$ cat config.mk
export PLATFORM = sky130hd
export DESIGN_NAME = safety_gate_monitor
export DESIGN_NICKNAME = d
export VERILOG_FILES = /design/src/design/safety_gate_pkg.sv /design/src/design/scan_ticker.sv /design/src/design/hold_timer.sv /design/src/design/safety_gate_monitor.sv
export SDC_FILE = /design/constraint.sdc
export NUM_CORES = 1
export LEC_CHECK = 0
export ABC_AREA = 1
export BUFFER_PORTS_ARGS = -buffer_cell sky130_fd_sc_hd__buf_4
export CAP_MARGIN = 30
export CORE_MARGIN = 5
export CORE_UTILIZATION = 54
export DETAILED_ROUTE_END_ITERATION = 12
export GPL_TIMING_DRIVEN = 0
export PLACE_DENSITY = 0.77
export SYNTH_ARGS = -nofsm -noshare
export SYNTH_HDL_FRONTEND = slang
export SYNTH_SLANG_ARGS = --single-unit
$ cat constraint.sdc
create_clock -name pclk -period 1.89 [get_ports pclk]
set_input_delay 0.0945 -clock pclk [delete_from_list [all_inputs] [get_ports pclk]]
set_output_delay 0.0945 -clock pclk [all_outputs]
set_load 0.02 [all_outputs]
$ cat src/design/safety_gate_pkg.sv
// safety gate monitor: register map, field positions, reset values, timing
// assumes a single 25 MHz clock and an APB register bus
`default_nettype none

package safety_gate_pkg;

    // ------------------------------------------------------------
    // register map (byte offsets)
    // ------------------------------------------------------------
    localparam logic [7:0] OFS_CTRL = 8'h00;
    localparam logic [7:0] OFS_OUTEN = 8'h04;
    localparam logic [7:0] OFS_DISC1 = 8'h08;
    localparam logic [7:0] OFS_DISC2 = 8'h0c;
    localparam logic [7:0] OFS_SYNC = 8'h10;
    localparam logic [7:0] OFS_STATUS = 8'h14;

    // ------------------------------------------------------------
    // field positions
    // ------------------------------------------------------------
    localparam int CTRL_TYPE_LSB = 0;
    localparam int CTRL_FTEST_BIT = 3;
    localparam int CTRL_RUN_BIT = 4;
    localparam int EN_DISC_LSB = 0;
    localparam int EN_FTREQ_BIT = 2;
    localparam int EN_SYNC_BIT = 3;
    localparam int EN_FTERR_BIT = 4;
    localparam int EN_FAULT_BIT = 5;
    localparam int ST_OE_BIT = 0;
    localparam int ST_FAULT_BIT = 1;
    localparam int ST_DISC_LSB = 2;
    localparam int ST_SYNC_BIT = 4;
    localparam int ST_FTERR_BIT = 5;
    localparam int ST_FTREQ_BIT = 6;
    localparam int ST_RUN_BIT = 7;
    localparam int ST_GATE_LSB = 8;
    localparam int ST_REQ_BIT = 12;

    // ------------------------------------------------------------
    // timing: settings count 10 ms steps
    // ------------------------------------------------------------
    localparam int TIME_W = 12;
    localparam int CLK_HZ = 25_000_000;
    localparam int STEP_MS = 10;
    localparam int STEP_CYCLES = CLK_HZ / 1000 * STEP_MS;
    localparam int SCAN_US = 100;
    localparam int SCAN_CYCLES = CLK_HZ / 1_000_000 * SCAN_US;
    localparam int DISC_DEF_MS = 30;
    localparam int SYNC_DEF_MS = 300;
    localparam logic [TIME_W-1:0] DISC_RST = TIME_W'(DISC_DEF_MS / STEP_MS);
    localparam logic [TIME_W-1:0] SYNC_RST = TIME_W'(SYNC_DEF_MS / STEP_MS);
    localparam logic [5:0] OUTEN_RST = 6'h3f;

    // input configurations
    typedef enum logic [2:0] {IN_SINGLE, IN_EQV1, IN_CMP1, IN_EQV2, IN_CMP2} in_type_t;

endpackage : safety_gate_pkg

`default_nettype wire

$ cat src/design/scan_ticker.sv
// scan_ticker: controller-cycle enable and 10 ms step enable
// assumes both periods are at least two clocks
`default_nettype none

module scan_ticker #(
    parameter int SCAN_CYC = 2500,
    parameter int STEP_CYC = 250000
) (
    // clock and reset
    input wire logic pclk,
    input wire logic presetn,
    // enables
    output logic scan_en,
    output logic step_en
);
    localparam int SW = $clog2(SCAN_CYC);
    localparam int TW = $clog2(STEP_CYC);
    logic [SW-1:0] scan_q;
    logic [TW-1:0] step_q;

    // free-running dividers, one pulse per wrap
    always_ff @(posedge pclk or negedge presetn)
    begin
        if (!presetn)
        begin
            scan_q <= '0;
            step_q <= '0;
        end
        else
        begin
            scan_q <= scan_en ? '0 : scan_q + 1'b1;
            step_q <= step_en ? '0 : step_q + 1'b1;
        end
    end

    assign scan_en = (scan_q == SW'(SCAN_CYC - 1));
    assign step_en = (step_q == TW'(STEP_CYC - 1));

endmodule : scan_ticker

`default_nettype wire

$ cat src/design/hold_timer.sv
// hold_timer: counts 10 ms steps while a condition lasts
// assumes the limit register is stable while counting
`default_nettype none

module hold_timer
    import safety_gate_pkg::*;
(
    // clock and reset
    input wire logic pclk,
    input wire logic presetn,
    // control
    input wire logic step_en,
    input wire logic running,
    input wire logic [TIME_W-1:0] limit,
    // result
    output logic expired
);
    logic [TIME_W-1:0] cnt_q;

    // saturating so a long condition never wraps back to "ok"
    always_ff @(posedge pclk or negedge presetn)
    begin
        if (!presetn)
            cnt_q <= '0;
        else if (!running)
            cnt_q <= '0;
        else if (step_en && cnt_q != '1)
            cnt_q <= cnt_q + 1'b1;
    end

    // a zero limit switches the check off
    assign expired = (limit != '0) && (cnt_q >= limit);

endmodule : hold_timer

`default_nettype wire

$ cat src/design/safety_gate_monitor.sv
// safety_gate_monitor: door switch monitor with function test and apb settings
// assumes gate inputs and test request are synchronous to pclk
//
// Overview of operation
// - second request before test gives error
// - any error needs gate test before enable
// - test-required output holds until test done
// - five input configurations, default equivalent pair
// - function test selectable, default off
// - per-pair discrepancy time, zero disables check
// - synchronization time setting, zero disables check
// - each optional output individually enabled
// - single and equivalent pair enable rules
// - complementary pair: nc on, no off
// - equivalent two pairs: all four on
// - complementary two pairs: nc on, no off
// - entering run needs gate test first
// - sync error clears after active-inactive-active, after inactive-active with function test off
// - two-pair discrepancy clears after both cycle
`default_nettype none

module safety_gate_monitor
    import safety_gate_pkg::*;
#(
    parameter int SCAN_CYC = SCAN_CYCLES,
    parameter int STEP_CYC = STEP_CYCLES
) (
    // clock and reset
    input wire logic pclk,
    input wire logic presetn,
    // apb slave
    input wire logic psel,
    input wire logic penable,
    input wire logic pwrite,
    input wire logic [7:0] paddr,
    input wire logic [31:0] pwdata,
    output logic [31:0] prdata,
    output logic pready,
    output logic pslverr,
    // switch contacts and machine request
    input wire logic [3:0] gate_in,
    input wire logic ftest_req,
    // monitor outputs
    output logic out_enable,
    output logic fault_out,
    output logic [1:0] disc_err_out,
    output logic sync_err_out,
    output logic ft_err_out,
    output logic ft_req_out
);
    typedef enum logic [1:0] {GT_IDLE, GT_OPEN, GT_CLOSE} gt_state_t;
    typedef enum logic [1:0] {SC_OFF, SC_ACT, SC_INACT, SC_ACT2} sc_state_t;

    // ------------------------------------------------------------
    // decode helpers
    // ------------------------------------------------------------
    function automatic logic reg_mapped(input logic [7:0] a);
        return a == OFS_CTRL || a == OFS_OUTEN || a == OFS_DISC1 ||
               a == OFS_DISC2 || a == OFS_SYNC || a == OFS_STATUS;
    endfunction : reg_mapped

    function automatic logic is_two(input logic [2:0] t);
        return t == IN_EQV2 || t == IN_CMP2;
    endfunction : is_two

    // returns {active, inactive, mismatch}; unknown codes act as equivalent
    function automatic logic [2:0] pair_eval(input logic [2:0] t, input logic a,
                                             input logic b);
        if (t == IN_SINGLE)
            return {a, ~a, 1'b0};
        else if (t == IN_CMP1 || t == IN_CMP2)
            return {a & ~b, ~a & b, ~(a ^ b)};
        else
            return {a & b, ~a & ~b, a ^ b};
    endfunction : pair_eval

    // ------------------------------------------------------------
    // settings registers
    // ------------------------------------------------------------
    logic [2:0] type_q;
    logic ft_en_q;
    logic run_q;
    logic [5:0] outen_q;
    logic [TIME_W-1:0] disc_time_q [2];
    logic [TIME_W-1:0] sync_time_q;
    logic [31:0] prdata_q;
    logic wr_acc;
    logic scan_en;
    logic step_en;

    assign wr_acc = psel && penable && pwrite;

    // writes take effect in the access phase; status is read-only
    always_ff @(posedge pclk or negedge presetn)
    begin
        if (!presetn)
        begin
            type_q <= IN_EQV1;
            ft_en_q <= 1'b0;
            run_q <= 1'b0;
            outen_q <= OUTEN_RST;
            disc_time_q[0] <= DISC_RST;
            disc_time_q[1] <= DISC_RST;
            sync_time_q <= SYNC_RST;
        end
        else if (wr_acc)
        begin
            unique case (paddr)
                OFS_CTRL:
                begin
                    type_q <= pwdata[CTRL_TYPE_LSB +: 3];
                    ft_en_q <= pwdata[CTRL_FTEST_BIT];
                    run_q <= pwdata[CTRL_RUN_BIT];
                end
                OFS_OUTEN: outen_q <= pwdata[5:0];
                OFS_DISC1: disc_time_q[0] <= pwdata[TIME_W-1:0];
                OFS_DISC2: disc_time_q[1] <= pwdata[TIME_W-1:0];
                OFS_SYNC: sync_time_q <= pwdata[TIME_W-1:0];
                default: ;
            endcase
        end
    end

    // ------------------------------------------------------------
    // input evaluation
    // ------------------------------------------------------------
    logic [2:0] ev0;
    logic [2:0] ev1;
    logic two;
    logic [1:0] pair_act;
    logic [1:0] pair_mis;
    logic all_act;
    logic all_inact;

    assign ev0 = pair_eval(type_q, gate_in[0], gate_in[1]);
    assign ev1 = pair_eval(type_q, gate_in[2], gate_in[3]);
    assign two = is_two(type_q);
    assign pair_act = {ev1[2], ev0[2]};
    assign pair_mis = {ev1[0] & two, ev0[0]};
    assign all_act = ev0[2] && (!two || ev1[2]);
    assign all_inact = ev0[1] && (!two || ev1[1]);

    // ------------------------------------------------------------
    // timing
    // ------------------------------------------------------------
    logic [1:0] disc_exp;
    logic sync_exp;
    logic sync_arm_q;
    logic sync_run;

    scan_ticker #(
        .SCAN_CYC(SCAN_CYC),
        .STEP_CYC(STEP_CYC)
    ) u_ticker (
        .pclk(pclk),
        .presetn(presetn),
        .scan_en(scan_en),
        .step_en(step_en)
    );

    // one disagreement timer per pair
    for (genvar i = 0; i < 2; i++)
    begin : g_pair
        hold_timer u_disc (
            .pclk(pclk),
            .presetn(presetn),
            .step_en(step_en),
            .running(run_q && pair_mis[i]),
            .limit(disc_time_q[i]),
            .expired(disc_exp[i])
        );
    end

    // activation spread is timed only after both pairs were seen released,
    // so an opening gate with staggered contacts does not trip it
    assign sync_run = run_q && two && sync_arm_q && (pair_act[0] ^ pair_act[1]);

    hold_timer u_sync (
        .pclk(pclk),
        .presetn(presetn),
        .step_en(step_en),
        .running(sync_run),
        .limit(sync_time_q),
        .expired(sync_exp)
    );

    // ------------------------------------------------------------
    // scan-cycle state
    // ------------------------------------------------------------
    logic run_prev_q;
    logic req_prev_q;
    logic eval;
    logic mode_chg;
    logic mode_run;
    logic req_rise;
    logic [1:0] disc_err_q;
    logic [1:0] disc_set;
    logic disc_clr;
    logic rearm_q;
    logic sync_err_q;
    logic sync_set;
    logic sync_clr;
    sc_state_t sc_q;
    logic ft_err_q;
    logic ft_set;
    logic lock_q;
    logic lock_d;
    logic req_pend_q;
    gt_state_t gt_q;
    logic gt_done;
    logic err_new;
    logic err_any;
    logic oe_q;

    assign eval = scan_en && run_q;
    assign mode_chg = scan_en && (run_q != run_prev_q);
    assign mode_run = mode_chg && run_q;
    assign req_rise = eval && ft_en_q && ftest_req && !req_prev_q;
    assign disc_set = {2{eval}} & disc_exp;
    assign disc_clr = eval && rearm_q && all_act && (pair_mis == 2'b00);
    assign sync_set = eval && sync_exp;
    assign sync_clr = eval && (sc_q == SC_ACT2) && all_act;
    assign ft_set = req_rise && req_pend_q;
    assign err_new = (disc_set != 2'b00) || sync_set || ft_set;
    assign err_any = (disc_err_q != 2'b00) || sync_err_q || ft_err_q;
    assign gt_done = eval && (gt_q == GT_CLOSE) && all_act && !err_new &&
                     (disc_err_q == 2'b00) && !sync_err_q;
    assign lock_d = ft_en_q && ((lock_q && !gt_done) || err_new || mode_run);

    // sampled once per controller cycle
    always_ff @(posedge pclk or negedge presetn)
    begin
        if (!presetn)
        begin
            run_prev_q <= 1'b0;
            req_prev_q <= 1'b0;
        end
        else if (scan_en)
        begin
            run_prev_q <= run_q;
            req_prev_q <= ftest_req;
        end
    end

    // discrepancy flags; a new detection wins over a clear
    always_ff @(posedge pclk or negedge presetn)
    begin
        if (!presetn)
            disc_err_q <= '0;
        else
            disc_err_q <= (mode_chg || disc_clr ? 2'b00 : disc_err_q) | disc_set;
    end

    // clear needs every pair released first, both pairs in two-pair modes
    always_ff @(posedge pclk or negedge presetn)
    begin
        if (!presetn)
            rearm_q <= 1'b0;
        else if (mode_chg || disc_clr)
            rearm_q <= 1'b0;
        else if (eval && disc_err_q != 2'b00 && all_inact)
            rearm_q <= 1'b1;
    end

    // arms the spread timer once both pairs have been released
    always_ff @(posedge pclk or negedge presetn)
    begin
        if (!presetn)
            sync_arm_q <= 1'b0;
        else if (all_inact)
            sync_arm_q <= 1'b1;
        else if (all_act)
            sync_arm_q <= 1'b0;
    end

    // synchronization flag and its release sequence
    always_ff @(posedge pclk or negedge presetn)
    begin
        if (!presetn)
        begin
            sync_err_q <= 1'b0;
            sc_q <= SC_OFF;
        end
        else if (sync_set)
        begin
            sync_err_q <= 1'b1;
            sc_q <= ft_en_q ? SC_ACT : SC_INACT;
        end
        else if (mode_chg)
        begin
            sync_err_q <= 1'b0;
            sc_q <= SC_OFF;
        end
        else if (eval)
        begin
            if (sync_clr)
                sync_err_q <= 1'b0;
            unique case (sc_q)
                SC_OFF: ;
                SC_ACT: if (all_act) sc_q <= SC_INACT;
                SC_INACT: if (all_inact) sc_q <= SC_ACT2;
                SC_ACT2: if (all_act) sc_q <= SC_OFF;
            endcase
        end
    end

    // function test error and pending request; set wins over the clear
    always_ff @(posedge pclk or negedge presetn)
    begin
        if (!presetn)
        begin
            ft_err_q <= 1'b0;
            req_pend_q <= 1'b0;
        end
        else
        begin
            ft_err_q <= ft_set || (ft_err_q && ft_en_q && !gt_done && !mode_chg);
            req_pend_q <= req_rise || (req_pend_q && ft_en_q && !gt_done && !mode_chg);
        end
    end

    // test lock set by run entry or by any error
    always_ff @(posedge pclk or negedge presetn)
    begin
        if (!presetn)
            lock_q <= 1'b0;
        else
            lock_q <= lock_d;
    end

    // gate test: wait for open, then for close with no error left
    always_ff @(posedge pclk or negedge presetn)
    begin
        if (!presetn)
            gt_q <= GT_IDLE;
        else if (mode_chg || !ft_en_q)
            gt_q <= lock_d ? GT_OPEN : GT_IDLE;
        else if (eval)
        begin
            unique case (gt_q)
                GT_IDLE: if (lock_q || req_pend_q) gt_q <= GT_OPEN;
                GT_OPEN: if (all_inact) gt_q <= GT_CLOSE;
                GT_CLOSE:
                begin
                    if (err_new)
                        gt_q <= GT_OPEN;
                    else if (gt_done)
                        gt_q <= GT_IDLE;
                end
                default: gt_q <= GT_IDLE;
            endcase
        end
    end

    // enable changes only at a scan; blocked in the same cycle an error appears
    always_ff @(posedge pclk or negedge presetn)
    begin
        if (!presetn)
            oe_q <= 1'b0;
        else if (scan_en)
            oe_q <= run_q && all_act && !err_any && !err_new && !lock_d;
    end

    // ------------------------------------------------------------
    // outputs and read data
    // ------------------------------------------------------------
    logic [31:0] status;

    // optional outputs stay low when not enabled
    always_ff @(posedge pclk or negedge presetn)
    begin
        if (!presetn)
        begin
            fault_out <= 1'b0;
            disc_err_out <= '0;
            sync_err_out <= 1'b0;
            ft_err_out <= 1'b0;
            ft_req_out <= 1'b0;
        end
        else
        begin
            fault_out <= err_any && outen_q[EN_FAULT_BIT];
            disc_err_out <= disc_err_q & outen_q[EN_DISC_LSB +: 2];
            sync_err_out <= sync_err_q && outen_q[EN_SYNC_BIT];
            ft_err_out <= ft_err_q && outen_q[EN_FTERR_BIT];
            ft_req_out <= ft_en_q && (lock_q || req_pend_q) && outen_q[EN_FTREQ_BIT];
        end
    end

    always_comb
    begin
        status = '0;
        status[ST_OE_BIT] = oe_q;
        status[ST_FAULT_BIT] = err_any;
        status[ST_DISC_LSB +: 2] = disc_err_q;
        status[ST_SYNC_BIT] = sync_err_q;
        status[ST_FTERR_BIT] = ft_err_q;
        status[ST_FTREQ_BIT] = ft_en_q && (lock_q || req_pend_q);
        status[ST_RUN_BIT] = run_q;
        status[ST_GATE_LSB +: 4] = gate_in;
        status[ST_REQ_BIT] = ftest_req;
    end

    // read data captured in the setup phase so it is stable for the access
    always_ff @(posedge pclk or negedge presetn)
    begin
        if (!presetn)
            prdata_q <= '0;
        else if (psel && !penable)
        begin
            unique case (paddr)
                OFS_CTRL: prdata_q <= {27'h0, run_q, ft_en_q, type_q};
                OFS_OUTEN: prdata_q <= {26'h0, outen_q};
                OFS_DISC1: prdata_q <= {20'h0, disc_time_q[0]};
                OFS_DISC2: prdata_q <= {20'h0, disc_time_q[1]};
                OFS_SYNC: prdata_q <= {20'h0, sync_time_q};
                OFS_STATUS: prdata_q <= status;
                default: prdata_q <= '0;
            endcase
        end
    end

    assign prdata = prdata_q;
    assign pready = 1'b1;
    assign pslverr = psel && penable && !reg_mapped(paddr);
    assign out_enable = oe_q;
endmodule : safety_gate_monitor

`default_nettype wire

==> flow_metrics.env, run 1 <==
export IMPL_syn_avg_cell_area_sq_um=7.65
export IMPL_cts_made_buffers=17
export IMPL_synth_xor_area_share_pct=2.09
export IMPL_hold_viol=1
export IMPL_slowest_stage="dfstp_2"
export IMPL_rsz0062_at_grt="yes"
export IMPL_tns_ns=-2.09
export IMPL_dp_slack_ns=-0.335
export IMPL_fin_skew_ns=0.00881
export IMPL_syn_inst=1151
export IMPL_grt_usage_pct=26.3
export IMPL_worst_slack_ns=-0.166
export IMPL_yosysTopAreaCell="dfrtp_1"
export IMPL_fmax_mhz=486
export IMPL_area_growth_pct=34.4
export IMPL_synthTopCellsByArea="dfrtp_1 38%, nand2_1 12%, inv_1 7.3%"
export IMPL_first_pass_iters=6
export IMPL_power_leakage_nw=5.50
export IMPL_async_flop_share_pct=100
export IMPL_setup_viol=32
export IMPL_grt_max_degree=82
export IMPL_crit_path_start="sync_time_q[1]"
export IMPL_ctsLongestPathBuffers=2
export IMPL_grt_pass1_wl_microns=38700
export IMPL_synthFlopType="dfrtp_1"
export IMPL_antenna_found_initial=0
export IMPL_crit_chain="inv_4 > ha_4 > inv_2 > o21bai_1 > nand2_1 > nand2_1 > nand2_1 > nand4_1 > buf_4 > nand3b_1 > nand2_1 > o21ai_2 > nand4_1 > nand2_1"
export IMPL_fin_crit_ns=2.06
export IMPL_synthSimpleGateAreaFrac_pct=27.7
export IMPL_hpwl_microns=16800
export IMPL_reg2reg_from="sync_time_q[1]"
export IMPL_start_util_pct=55.2
export IMPL_cts_tree="yes"
export IMPL_slew_headroom_pct=56.6
export IMPL_status="finished, violations left"
export IMPL_min_delay_start="ftest_req"
export IMPL_postPlaceCellArea_sq_um=9550
export IMPL_vias=8635
export IMPL_num_rows=46
export IMPL_clkTransAtPathRegs_ns=0.07
export IMPL_io_pins=91
export IMPL_synthDistinctLibCells=52
export IMPL_cp_max_fo=3
export IMPL_power_density_nw_per_um2=607
export IMPL_remaining_drc_errors=0
export IMPL_synth_mux_area_share_pct=0
export IMPL_diodes=0
export IMPL_cp_common_cell="nand2_1"
export IMPL_synthAdderAreaFrac_pct=5.83
export IMPL_drt_wl_total_microns=26500
export IMPL_hp_class="in -> reg"
export IMPL_synth_top_family_by_area="simple AND/OR/NAND/NOR gates"
export IMPL_synth_top_cell_area_share_pct=37.5
export IMPL_routed_via_density=5.52
export IMPL_clk_latency_ns=0.43
export IMPL_drtIter0Drc=702
export IMPL_seq_area_frac_synth_pct=42.0
export IMPL_syn_area_sq_um=8800
export IMPL_endpoint_kind="register"
export IMPL_critPathLaunchType="register"
export IMPL_finalWeightedCongestion=0.894
export IMPL_required_ns=2.21
export IMPL_htreeDepth=4
export IMPL_cp_arrival_ns=2.38
export IMPL_core_area_sq_um=15900
export IMPL_synth_warnings=0
export IMPL_die_w_microns=138
export IMPL_drive_gt1_share_pct=31.5
export IMPL_max_cap_violations=0
export IMPL_die_h_microns=138
export IMPL_overflow=0
export IMPL_io_buffers=50
export IMPL_utilization_pct=74.2
export IMPL_violations="hold timing, setup timing"
export IMPL_design_area_sq_um=11800
export IMPL_whs_ns=-0.000456
export IMPL_period_share_pct=109
export IMPL_ir_worst_vdd_uv=662
export IMPL_fin_nets=1426
export IMPL_routedWlPerCell_microns=16.9
export IMPL_crit_type="reg -> reg"
export IMPL_cts_sinks=147
export IMPL_fp_dieArea_sq_um=18900
export IMPL_ant_nets=0
export IMPL_synth_compound_area_share_pct=11.9
export IMPL_worst_slew_pin_slew_ns=0.652
export IMPL_synth_edff_count=0
export IMPL_grt_pass1_vias=7804
export IMPL_drv_slew=0
export IMPL_synth_seq_cells=147
export IMPL_final_common_cell="nand2_1"
export IMPL_final_cell_mix="251 x nand2_1, 148 x buf_4, 143 x inv_1"
export IMPL_slowest_delay_ns=0.56
export IMPL_ctsRootBufferMaster="clkbuf_16"
-- flip-flops by register name, indices dropped and copies added, names as in the netlist, 2 cells and up --
| register | flops |
|---|---|
| disc_time_q | 24 |
| g_pair.u_disc.cnt_q | 24 |
| u_ticker.step_q | 18 |
| prdata | 13 |
| sync_time_q | 12 |
| u_sync.cnt_q | 12 |
| u_ticker.scan_q | 12 |
| outen_q | 6 |
| type_q | 3 |
| disc_err_out | 2 |
| disc_err_q | 2 |
| gt_q | 2 |
| sc_q | 2 |
-- where the power goes --
group          switching [mW]  total [mW]  internal, mW
sequential             0.0203        3.20          3.18
combinational           0.305       0.474         0.169
clock                    1.43        3.52          2.09
-- layout make-up --
class	instances	area [sq um]
fillers	1125	4110
multi-input cells	807	5060
well taps	216	270
inverters	179	701
flip-flops and latches	147	3720
clock buffers	17	425
repair buffers	147	1230
plain buffers	36	246
clock inverters	15	181
-- critical path, delay by kind of cell, from the launching register on --
| kind | cells | cell delay, ns |
|---|---|---|
| AOI/OAI and AO/OA | 2 | 0.20 |
| adders and majority gates | 1 | 0.26 |
| buffers and inverters | 3 | 0.22 |
| DFF | 1 | 0.56 |
| and+or+nand+nor | 8 | 0.73 |
-- kinds of logic after synthesis --
kind of cell / Yosys count
fa+ha+maj: 41
compound gates: 175
buf+inv: 216
xor+xnor: 21
flops: 147
other cells: 2
simple gates: 549
-- cells in the mapped netlist, types with 3 or more instances --
master    number
a221oi_1       8
dfrtp_1      132
nand2_2        7
ha_1          41
o22ai_1       13
nor3_1        30
buf_2          3
dfstp_2       15
nor2_1       102
o21ai_0       70
nand4_1       26
buf_4         22
o31ai_2        8
clkbuf_1       9
o21ai_1       19
inv_1        171
o31ai_1        7
xor2_1        17
nand3_2        5
nor4_1         7
nor2_4         3
nand3_1       72
xnor2_1        4
nand2_1      277
inv_2          6
nor2_2         6
a21oi_1       35
-- stage by stage --
| stage | instances | power [mW] |
|---|---|---|
| 2_1_floorplan | 1169 | 3.46 |
| 3_3_place_gp | 1435 | 3.65 |
| 3_5_place_dp | 1436 | 3.67 |
| 4_1_cts | 1522 | 7.14 |
| 5_1_grt | 1564 | 7.39 |
| 6_report | 1564 | 7.18 |
-- path summary, 6_finish.rpt --
path                                        endpoint  slack [ns]  cells past startpoint
min in group asynchronous            u_sync.cnt_q[5]        0.23                      2
setup reg to reg                             sc_q[1]       -0.17                     14
setup / recovery                             sc_q[1]       -0.17                     14
hold / removal                            req_prev_q     -0.0005                      3
hold reg to reg                   u_ticker.scan_q[0]        0.47                      1
max in group asynchronous  g_pair[0].u_disc.cnt_q[1]        0.79                      3
-- per-layer routing --
layer	up-vias	share of wire [%]	track usage, %
met1	4024	39	34.3
met5	-	0	0
met2	429	49	42.1
met3	86	8.5	6.76
met4	0	3.5	9.81
li1	4096	-	-
-- repair_timing --
item	4_1_cts	5_1_grt
endpoints found under the setup margin	49	53
setup buffers	47	43
gates cloned	2	1
gates resized for setup	91	145
pin swaps	49	62
hold buffers	5	0
endpoints found under the hold margin	63	0
Note: power is estimated with default switching activity, not from simulation.
==> inputs of run 2 (changes only) <==
MAX_ROUTING_LAYER = met4   (was unset)
==> run 2 against run 1 <==
Effect of this change:
- the run still ends with hold timing, setup timing left
- cell count shrank 0.64%
- design area fell by 2.1%
- power is 2.4% lower
- highest routed layer unchanged
==> flow_metrics.env, run 2 (synthesis gave the netlist of run 1 again) <==
export IMPL_crit_family="simple AND/OR/NAND/NOR gates"
export IMPL_power_leakage_nw=5.36
export IMPL_grt_max_degree=83
export IMPL_switchingPower_mw=1.65
export IMPL_critPathLaunchType="register"
export IMPL_fp_dieArea_sq_um=18900
export IMPL_drive_gt1_share_pct=30.1
export IMPL_cp_arrival_ns=2.38
export IMPL_design_area_sq_um=11600
export IMPL_drt_wl_total_microns=25900
export IMPL_slew_headroom_pct=58.3
export IMPL_rsz0062_at_grt="yes"
export IMPL_clk_latency_ns=0.43
export IMPL_overflow=0
export IMPL_first_pass_iters=6
export IMPL_swShare_pct=23.6
export IMPL_ir_worst_vdd_uv=676
export IMPL_period_share_pct=109
export IMPL_ant_nets=0
export IMPL_io_pins=91
export IMPL_vias=8700
export IMPL_reg2reg_from="sync_time_q[9]"
export IMPL_hold_viol=1
export IMPL_slowest_delay_ns=0.36
export IMPL_fin_crit_ns=2.06
export IMPL_fin_nets=1416
export IMPL_setup_viol=22
export IMPL_crit_chain="inv_2 > ha_1 > a21oi_1 > nor2_1 > nor2_1 > nand4_1 > nand2_1 > inv_2 > nor2_4 > nand3_2 > nand4_1 > nand2_1"
export IMPL_grt_pass1_vias=7784
export IMPL_final_common_cell="nand2_1"
export IMPL_cp_max_fo=5
export IMPL_top_regs="disc_time_q (24), g_pair.u_disc.cnt_q (24), u_ticker.step_q (18)"
export IMPL_max_cap_violations=0
export IMPL_routed_via_density=5.60
export IMPL_crit_type="reg -> reg"
export IMPL_htreeDepth=4
export IMPL_remaining_drc_errors=0
export IMPL_power_frac_seq_pct=45.6
export IMPL_cts_tree="yes"
export IMPL_cts_sinks=147
export IMPL_clkTransAtPathRegs_ns=0.06
export IMPL_min_delay_start="ftest_req"
export IMPL_die_w_microns=138
export IMPL_num_rows=46
export IMPL_postPlaceCellArea_sq_um=9550
export IMPL_endpoint_kind="register"
export IMPL_ctsRootBufferMaster="clkbuf_16"
export IMPL_diodes=0
export IMPL_hp_class="in -> reg"
export IMPL_p_clk_share_pct=47.6
export IMPL_fmax_mhz=485
export IMPL_fin_skew_ns=0.0109
export IMPL_final_seq_area_sq_um=3720
export IMPL_routedWlPerCell_microns=16.7
export IMPL_required_ns=2.21
export IMPL_hpwl_microns=16600
export IMPL_crit_buf_inv=2
export IMPL_status="finished, violations left"
export IMPL_worst_slew_pin_slew_ns=0.625
export IMPL_p_int_mw=5.36
export IMPL_grt_usage_pct=26.8
export IMPL_io_buffers=50
export IMPL_core_area_sq_um=15900
export IMPL_cts_made_buffers=17
export IMPL_area_growth_pct=31.6
export IMPL_multiInputGateArea_sq_um=4960
export IMPL_worst_slack_ns=-0.170
export IMPL_drv_slew=0
export IMPL_power_density_nw_per_um2=605
export IMPL_grt_pass1_wl_microns=38600
export IMPL_crit_path_start="sync_time_q[9]"
export IMPL_drtIter0Drc=779
export IMPL_nFillCells=1165
export IMPL_start_util_pct=55.2
export IMPL_antenna_found_initial=0
export IMPL_violations="hold timing, setup timing"
export IMPL_die_h_microns=138
export IMPL_slowest_stage="dfrtp_1"
export IMPL_final_cell_mix="243 x nand2_1, 142 x buf_4, 139 x inv_1"
export IMPL_finalWeightedCongestion=0.909
export IMPL_ctsLongestPathBuffers=2
export IMPL_whs_ns=-0.00258
export IMPL_power_frac_comb_pct=6.8
## run 2: cell count changes in the layout (fill, tap and decap cells not counted), moves of 5 or more
cell,previous run,this run
buf_4,148,142
clkinv_4,6,1
nand2_2,22,34
buf_6,11,6
a21oi_2,11,5
inv_2,27,34
nand2_1,251,243
clkbuf_1,9,17
a21oi_1,26,32
## run 2: worst paths after layout
check	endpoint	slack [ns]	depth (start not counted)
worst min-delay path	prdata[12]	-0.003	3
worst min register to register	u_ticker.scan_q[0]	0.47	1
max in group asynchronous	g_pair[0].u_disc.cnt_q[0]	0.82	3
worst max-delay path	sc_q[1]	-0.17	12
worst max register to register	sc_q[1]	-0.17	12
min in group asynchronous	u_sync.cnt_q[4]	0.22	2
## run 2: what timing repair did
| action | CTS | global route |
|---|---|---|
| hold endpoints to repair | 64 | 0 |
| buffers inserted | 45 | 35 |
| hold buffers | 5 | 0 |
| pin swaps | 37 | 46 |
| cloned | 1 | 1 |
| resized for setup | 82 | 135 |
| setup endpoints to repair | 50 | 53 |
## run 2: power by group through the flow
stage / clock network, mW / registers [mW] / logic [mW]
global route: 3.50 / 3.20 / 0.519
floorplan: 0 / 3.25 / 0.205
detailed placement: 0 / 3.25 / 0.415
CTS: 3.34 / 3.20 / 0.445
finish: 3.34 / 3.20 / 0.475
global placement: 0 / 3.25 / 0.403
## run 2: per-layer routing
metal | GRT usage (%) | routed length, microns | up-vias | part of all wire [%]
met1 | 34.7 | 10000 | 4074 | 39
li1 | - | - | 4079 | -
met3 | 4.82 | 2200 | 79 | 8.5
met5 | - | 0 | - | 0
met4 | 8.15 | 798 | 0 | 3.1
met2 | 43.1 | 12900 | 468 | 50
## run 2: per-stage QoR
| step | utilization (%) | cells | power, mW | worst slack [ns] | TNS [ns] |
|---|---|---|---|---|---|
| after CTS | 68.0 | 1519 | 6.98 | -0.129 | -0.600 |
| after floorplan | - | 1169 | 3.46 | 0.00278 | 0 |
| after detailed placement | 59.9 | 1436 | 3.67 | -0.332 | -7.32 |
| final | 72.6 | 1554 | 7.01 | -0.170 | -1.53 |
| after global placement | 59.7 | 1435 | 3.65 | -0.335 | -6.00 |
| after global routing | 72.6 | 1554 | 7.21 | -0.323 | -4.44 |
## run 2: cell type report
cell class                      instances  share of cell area (%)
Multi-Input combinational cell        807                    42.8
Clock inverter                          5                   0.691
Buffer                                 37                    2.26
Sequential cell                       147                    32.1
Inverter                              179                    5.95
Clock buffer                           27                    4.17
Timing Repair Buffer                  136                    9.66
Tap cell                              216                    2.33
## run 2: tightest hold or removal path: stages
cell and delay (ns):
buf_4 0.12, inv_1 0.08, o31ai_1 0.09
==> inputs of run 3 (changes only) <==
ABC_AREA = unset   (was 1)
CELL_PAD_IN_SITES_DETAIL_PLACEMENT = 1   (was unset)
CELL_PAD_IN_SITES_GLOBAL_PLACEMENT = 1   (was unset)
CORE_UTILIZATION = 42   (was 54)
PLACE_DENSITY = unset   (was 0.77)
PLACE_DENSITY_LB_ADDON = 0.1   (was unset)
==> run 3 against run 2 <==
Effect of this change:
- the run ends with setup timing left
- setup slack worse by 0.36 ns
- global-route usage down 1.6 points
- design area down 3.0%
- fmax down 15%
- largest power group unchanged
==> flow_metrics.env, run 3 <==
export IMPL_fin_nets=1105
export IMPL_first_pass_iters=5
export IMPL_synth_warnings=0
export IMPL_setup_viol=42
export IMPL_area_growth_pct=34.6
export IMPL_rsz0062_at_grt="yes"
export IMPL_synthAdderAreaFrac_pct=6.14
export IMPL_synth_edff_count=0
export IMPL_seq_area_frac_synth_pct=44.3
export IMPL_power_leakage_nw=5.08
export IMPL_drtIter0Drc=370
export IMPL_hold_viol=0
export IMPL_fin_crit_ns=2.42
export IMPL_required_ns=2.20
export IMPL_routedWlPerCell_microns=21.5
export IMPL_grt_pass1_vias=7974
export IMPL_period_share_pct=128
export IMPL_hp_class="in -> reg"
export IMPL_antenna_found_initial=0
export IMPL_synthTopCellsByCount="132 x dfrtp_1, 73 x nor2_1, 71 x nand2_1"
export IMPL_drt_wl_total_microns=27800
export IMPL_top_layer="met4"
export IMPL_worst_slack_ns=-0.529
export IMPL_crit_type="reg -> reg"
export IMPL_met1Wirelength_microns=11700
export IMPL_worst_slew_pin_slew_ns=0.730
export IMPL_ctsRootBufferMaster="clkbuf_16"
export IMPL_r2r_slack_ns=-0.53
export IMPL_async_flop_share_pct=100
export IMPL_final_cell_mix="133 x buf_4, 113 x dfrtp_1, 69 x nor2_1"
export IMPL_diodes=0
export IMPL_grt_pass1_wl_microns=43300
export IMPL_drv_slew=0
export IMPL_core_area_sq_um=19500
export IMPL_syn_avg_cell_area_sq_um=9.92
export IMPL_vias=7302
export IMPL_remaining_drc_errors=0
export IMPL_drive_gt1_share_pct=35.2
export IMPL_clk_latency_ns=0.43
export IMPL_yosysMostFrequentCell="dfrtp_1"
export IMPL_grt_max_degree=99
export IMPL_slowest_stage="dfstp_2"
export IMPL_synthTopCellsByArea="dfrtp_1 40%, ha_1 6.1%, dfstp_2 4.7%"
export IMPL_slowest_delay_ns=0.57
export IMPL_start_util_pct=42.8
export IMPL_final_common_cell="buf_4"
export IMPL_fp_dieArea_sq_um=22800
export IMPL_synth_top_cell_area_share_pct=39.6
export IMPL_clkTransAtPathRegs_ns=0.06
export IMPL_io_buffers=48
export IMPL_ctsLongestPathBuffers=2
export IMPL_met2_length_microns=14100
export IMPL_synth_mux_area_share_pct=8.10
export IMPL_status="finished, violations left"
export IMPL_synth_top_family_by_area="simple AND/OR/NAND/NOR gates"
export IMPL_cts_sinks=147
export IMPL_finalWeightedCongestion=0.863
export IMPL_fmax_mhz=413
export IMPL_violations="setup timing"
export IMPL_whs_ns=0.102
export IMPL_synthFlopType="dfrtp_1"
export IMPL_grt_usage_pct=25.3
export IMPL_crit_chain="inv_2 > ha_4 > o211ai_1 > o21ai_2 > a2111oi_4 > or4_4 > a31o_2 > a221o_1"
export IMPL_max_cap_violations=0
export IMPL_synth_compound_area_share_pct=10.5
export IMPL_syn_area_sq_um=8350
export IMPL_endpoint_kind="register"
export IMPL_slew_headroom_pct=51.3
export IMPL_cp_max_fo=3
export IMPL_utilization_pct=57.6
export IMPL_crit_buf_inv=1
export IMPL_routed_via_density=5.65
export IMPL_cp_arrival_ns=2.73
export IMPL_io_pins=91
export IMPL_synth_xor_area_share_pct=6.08
export IMPL_die_w_microns=151
export IMPL_synth_seq_cells=147
export IMPL_overflow=0
export IMPL_fin_skew_ns=0.00828
export IMPL_cts_tree="yes"
export IMPL_syn_inst=842
export IMPL_hpwl_microns=18800
export IMPL_synthSimpleGateAreaFrac_pct=19.3
export IMPL_power_density_nw_per_um2=630
export IMPL_synthDistinctLibCells=68
export IMPL_p_total_mw=7.08
export IMPL_cts_made_buffers=17
export IMPL_num_rows=51
export IMPL_die_h_microns=151
export IMPL_yosysTopAreaCell="dfrtp_1"
export IMPL_wl_met3_microns=1310
export IMPL_crit_family="compound AO/OA/AOI/OAI gates"
export IMPL_top_regs="disc_time_q (24), g_pair.u_disc.cnt_q (24), u_ticker.step_q (18)"
export IMPL_ir_worst_vdd_uv=536
export IMPL_htreeDepth=4
export IMPL_ant_nets=0
export IMPL_critPathLaunchType="register"
## run 3: cell count changes after synthesis, moves of 27 or more
cell,before,now
nand3_1,72,35
xnor2_1,4,31
mux2_2,0,27
nand2_1,277,71
nor2_1,102,73
o21ai_0,70,34
inv_1,171,50
## run 3: metal layers
metal	vias up	track usage [%]
met5	-	-
met4	0	9.47
met3	51	4.07
met2	191	42.9
met1	3724	30.3
li1	3336	-
## run 3: final timing paths
kind	from	end	cells after the start
worst max-delay path	sync_time_q[1]	sc_q[1]	8
worst min-delay path	gate_in[0]	sync_arm_q	3
worst max register to register	sync_time_q[1]	sc_q[1]	8
worst min register to register	sync_arm_q	sync_arm_q	1
max in group asynchronous	presetn	u_ticker.step_q[12]	3
min in group asynchronous	presetn	gt_q[1]	2
## run 3: worst reg2reg max path, cell delays in order, from the launching register on
cell and delay (ns):
dfstp_2 0.57, inv_2 0.05, ha_4 0.25, o211ai_1 0.12, o21ai_2 0.20, a2111oi_4 0.13
or4_4 0.48, a31o_2 0.22, a221o_1 0.29
## run 3: area by class of cell
type / count / area, sq um
fill: 2139 / 8290
multi-input combinational: 614 / 4960
sequential: 147 / 3720
timing repair buffer: 140 / 1150
clock buffer: 21 / 440
tap: 265 / 332
buffer: 44 / 318
inverter: 50 / 188
clock inverter: 11 / 128
## run 3: power breakdown
part / switching, mW / total (mW) / leakage [nW] / internal [mW]
combinational: 0.307 / 0.515 / 2.95 / 0.208
clock: 1.40 / 3.35 / 0.268 / 1.95
sequential: 0.0358 / 3.22 / 1.86 / 3.18
total: 1.74 / 7.08 / 5.08 / 5.34
## run 3: metrics by stage
stage	instance area [sq um]	std cells	setup slack, ns	setup TNS (ns)
after floorplan	8560	860	-0.354	-5.58
after CTS	10800	1269	-0.505	-6.06
final	11200	1292	-0.529	-8.12
after global placement	9260	1173	-0.812	-34.58
after detailed placement	9290	1174	-0.791	-38.79
after global routing	11200	1292	-0.588	-12.14
## run 3: cells by family after synthesis
logic type | count (synthesis)
AO/OA/AOI/OAI | 127
other | 2
XOR/XNOR | 58
AND/OR/NAND/NOR | 314
buffers and inverters | 100
multiplexers | 53
flip-flops | 147
adder cells (fa/ha/maj) | 41
## run 3: what timing repair did
item                                    4_1_cts  5_1_grt
hold buffers                                 15        0
pin swaps                                    43       34
endpoints found under the setup margin       76       82
endpoints found under the hold margin        97        0
setup buffers                                52       24
gates cloned                                  2        0
gates resized for setup                      99       69
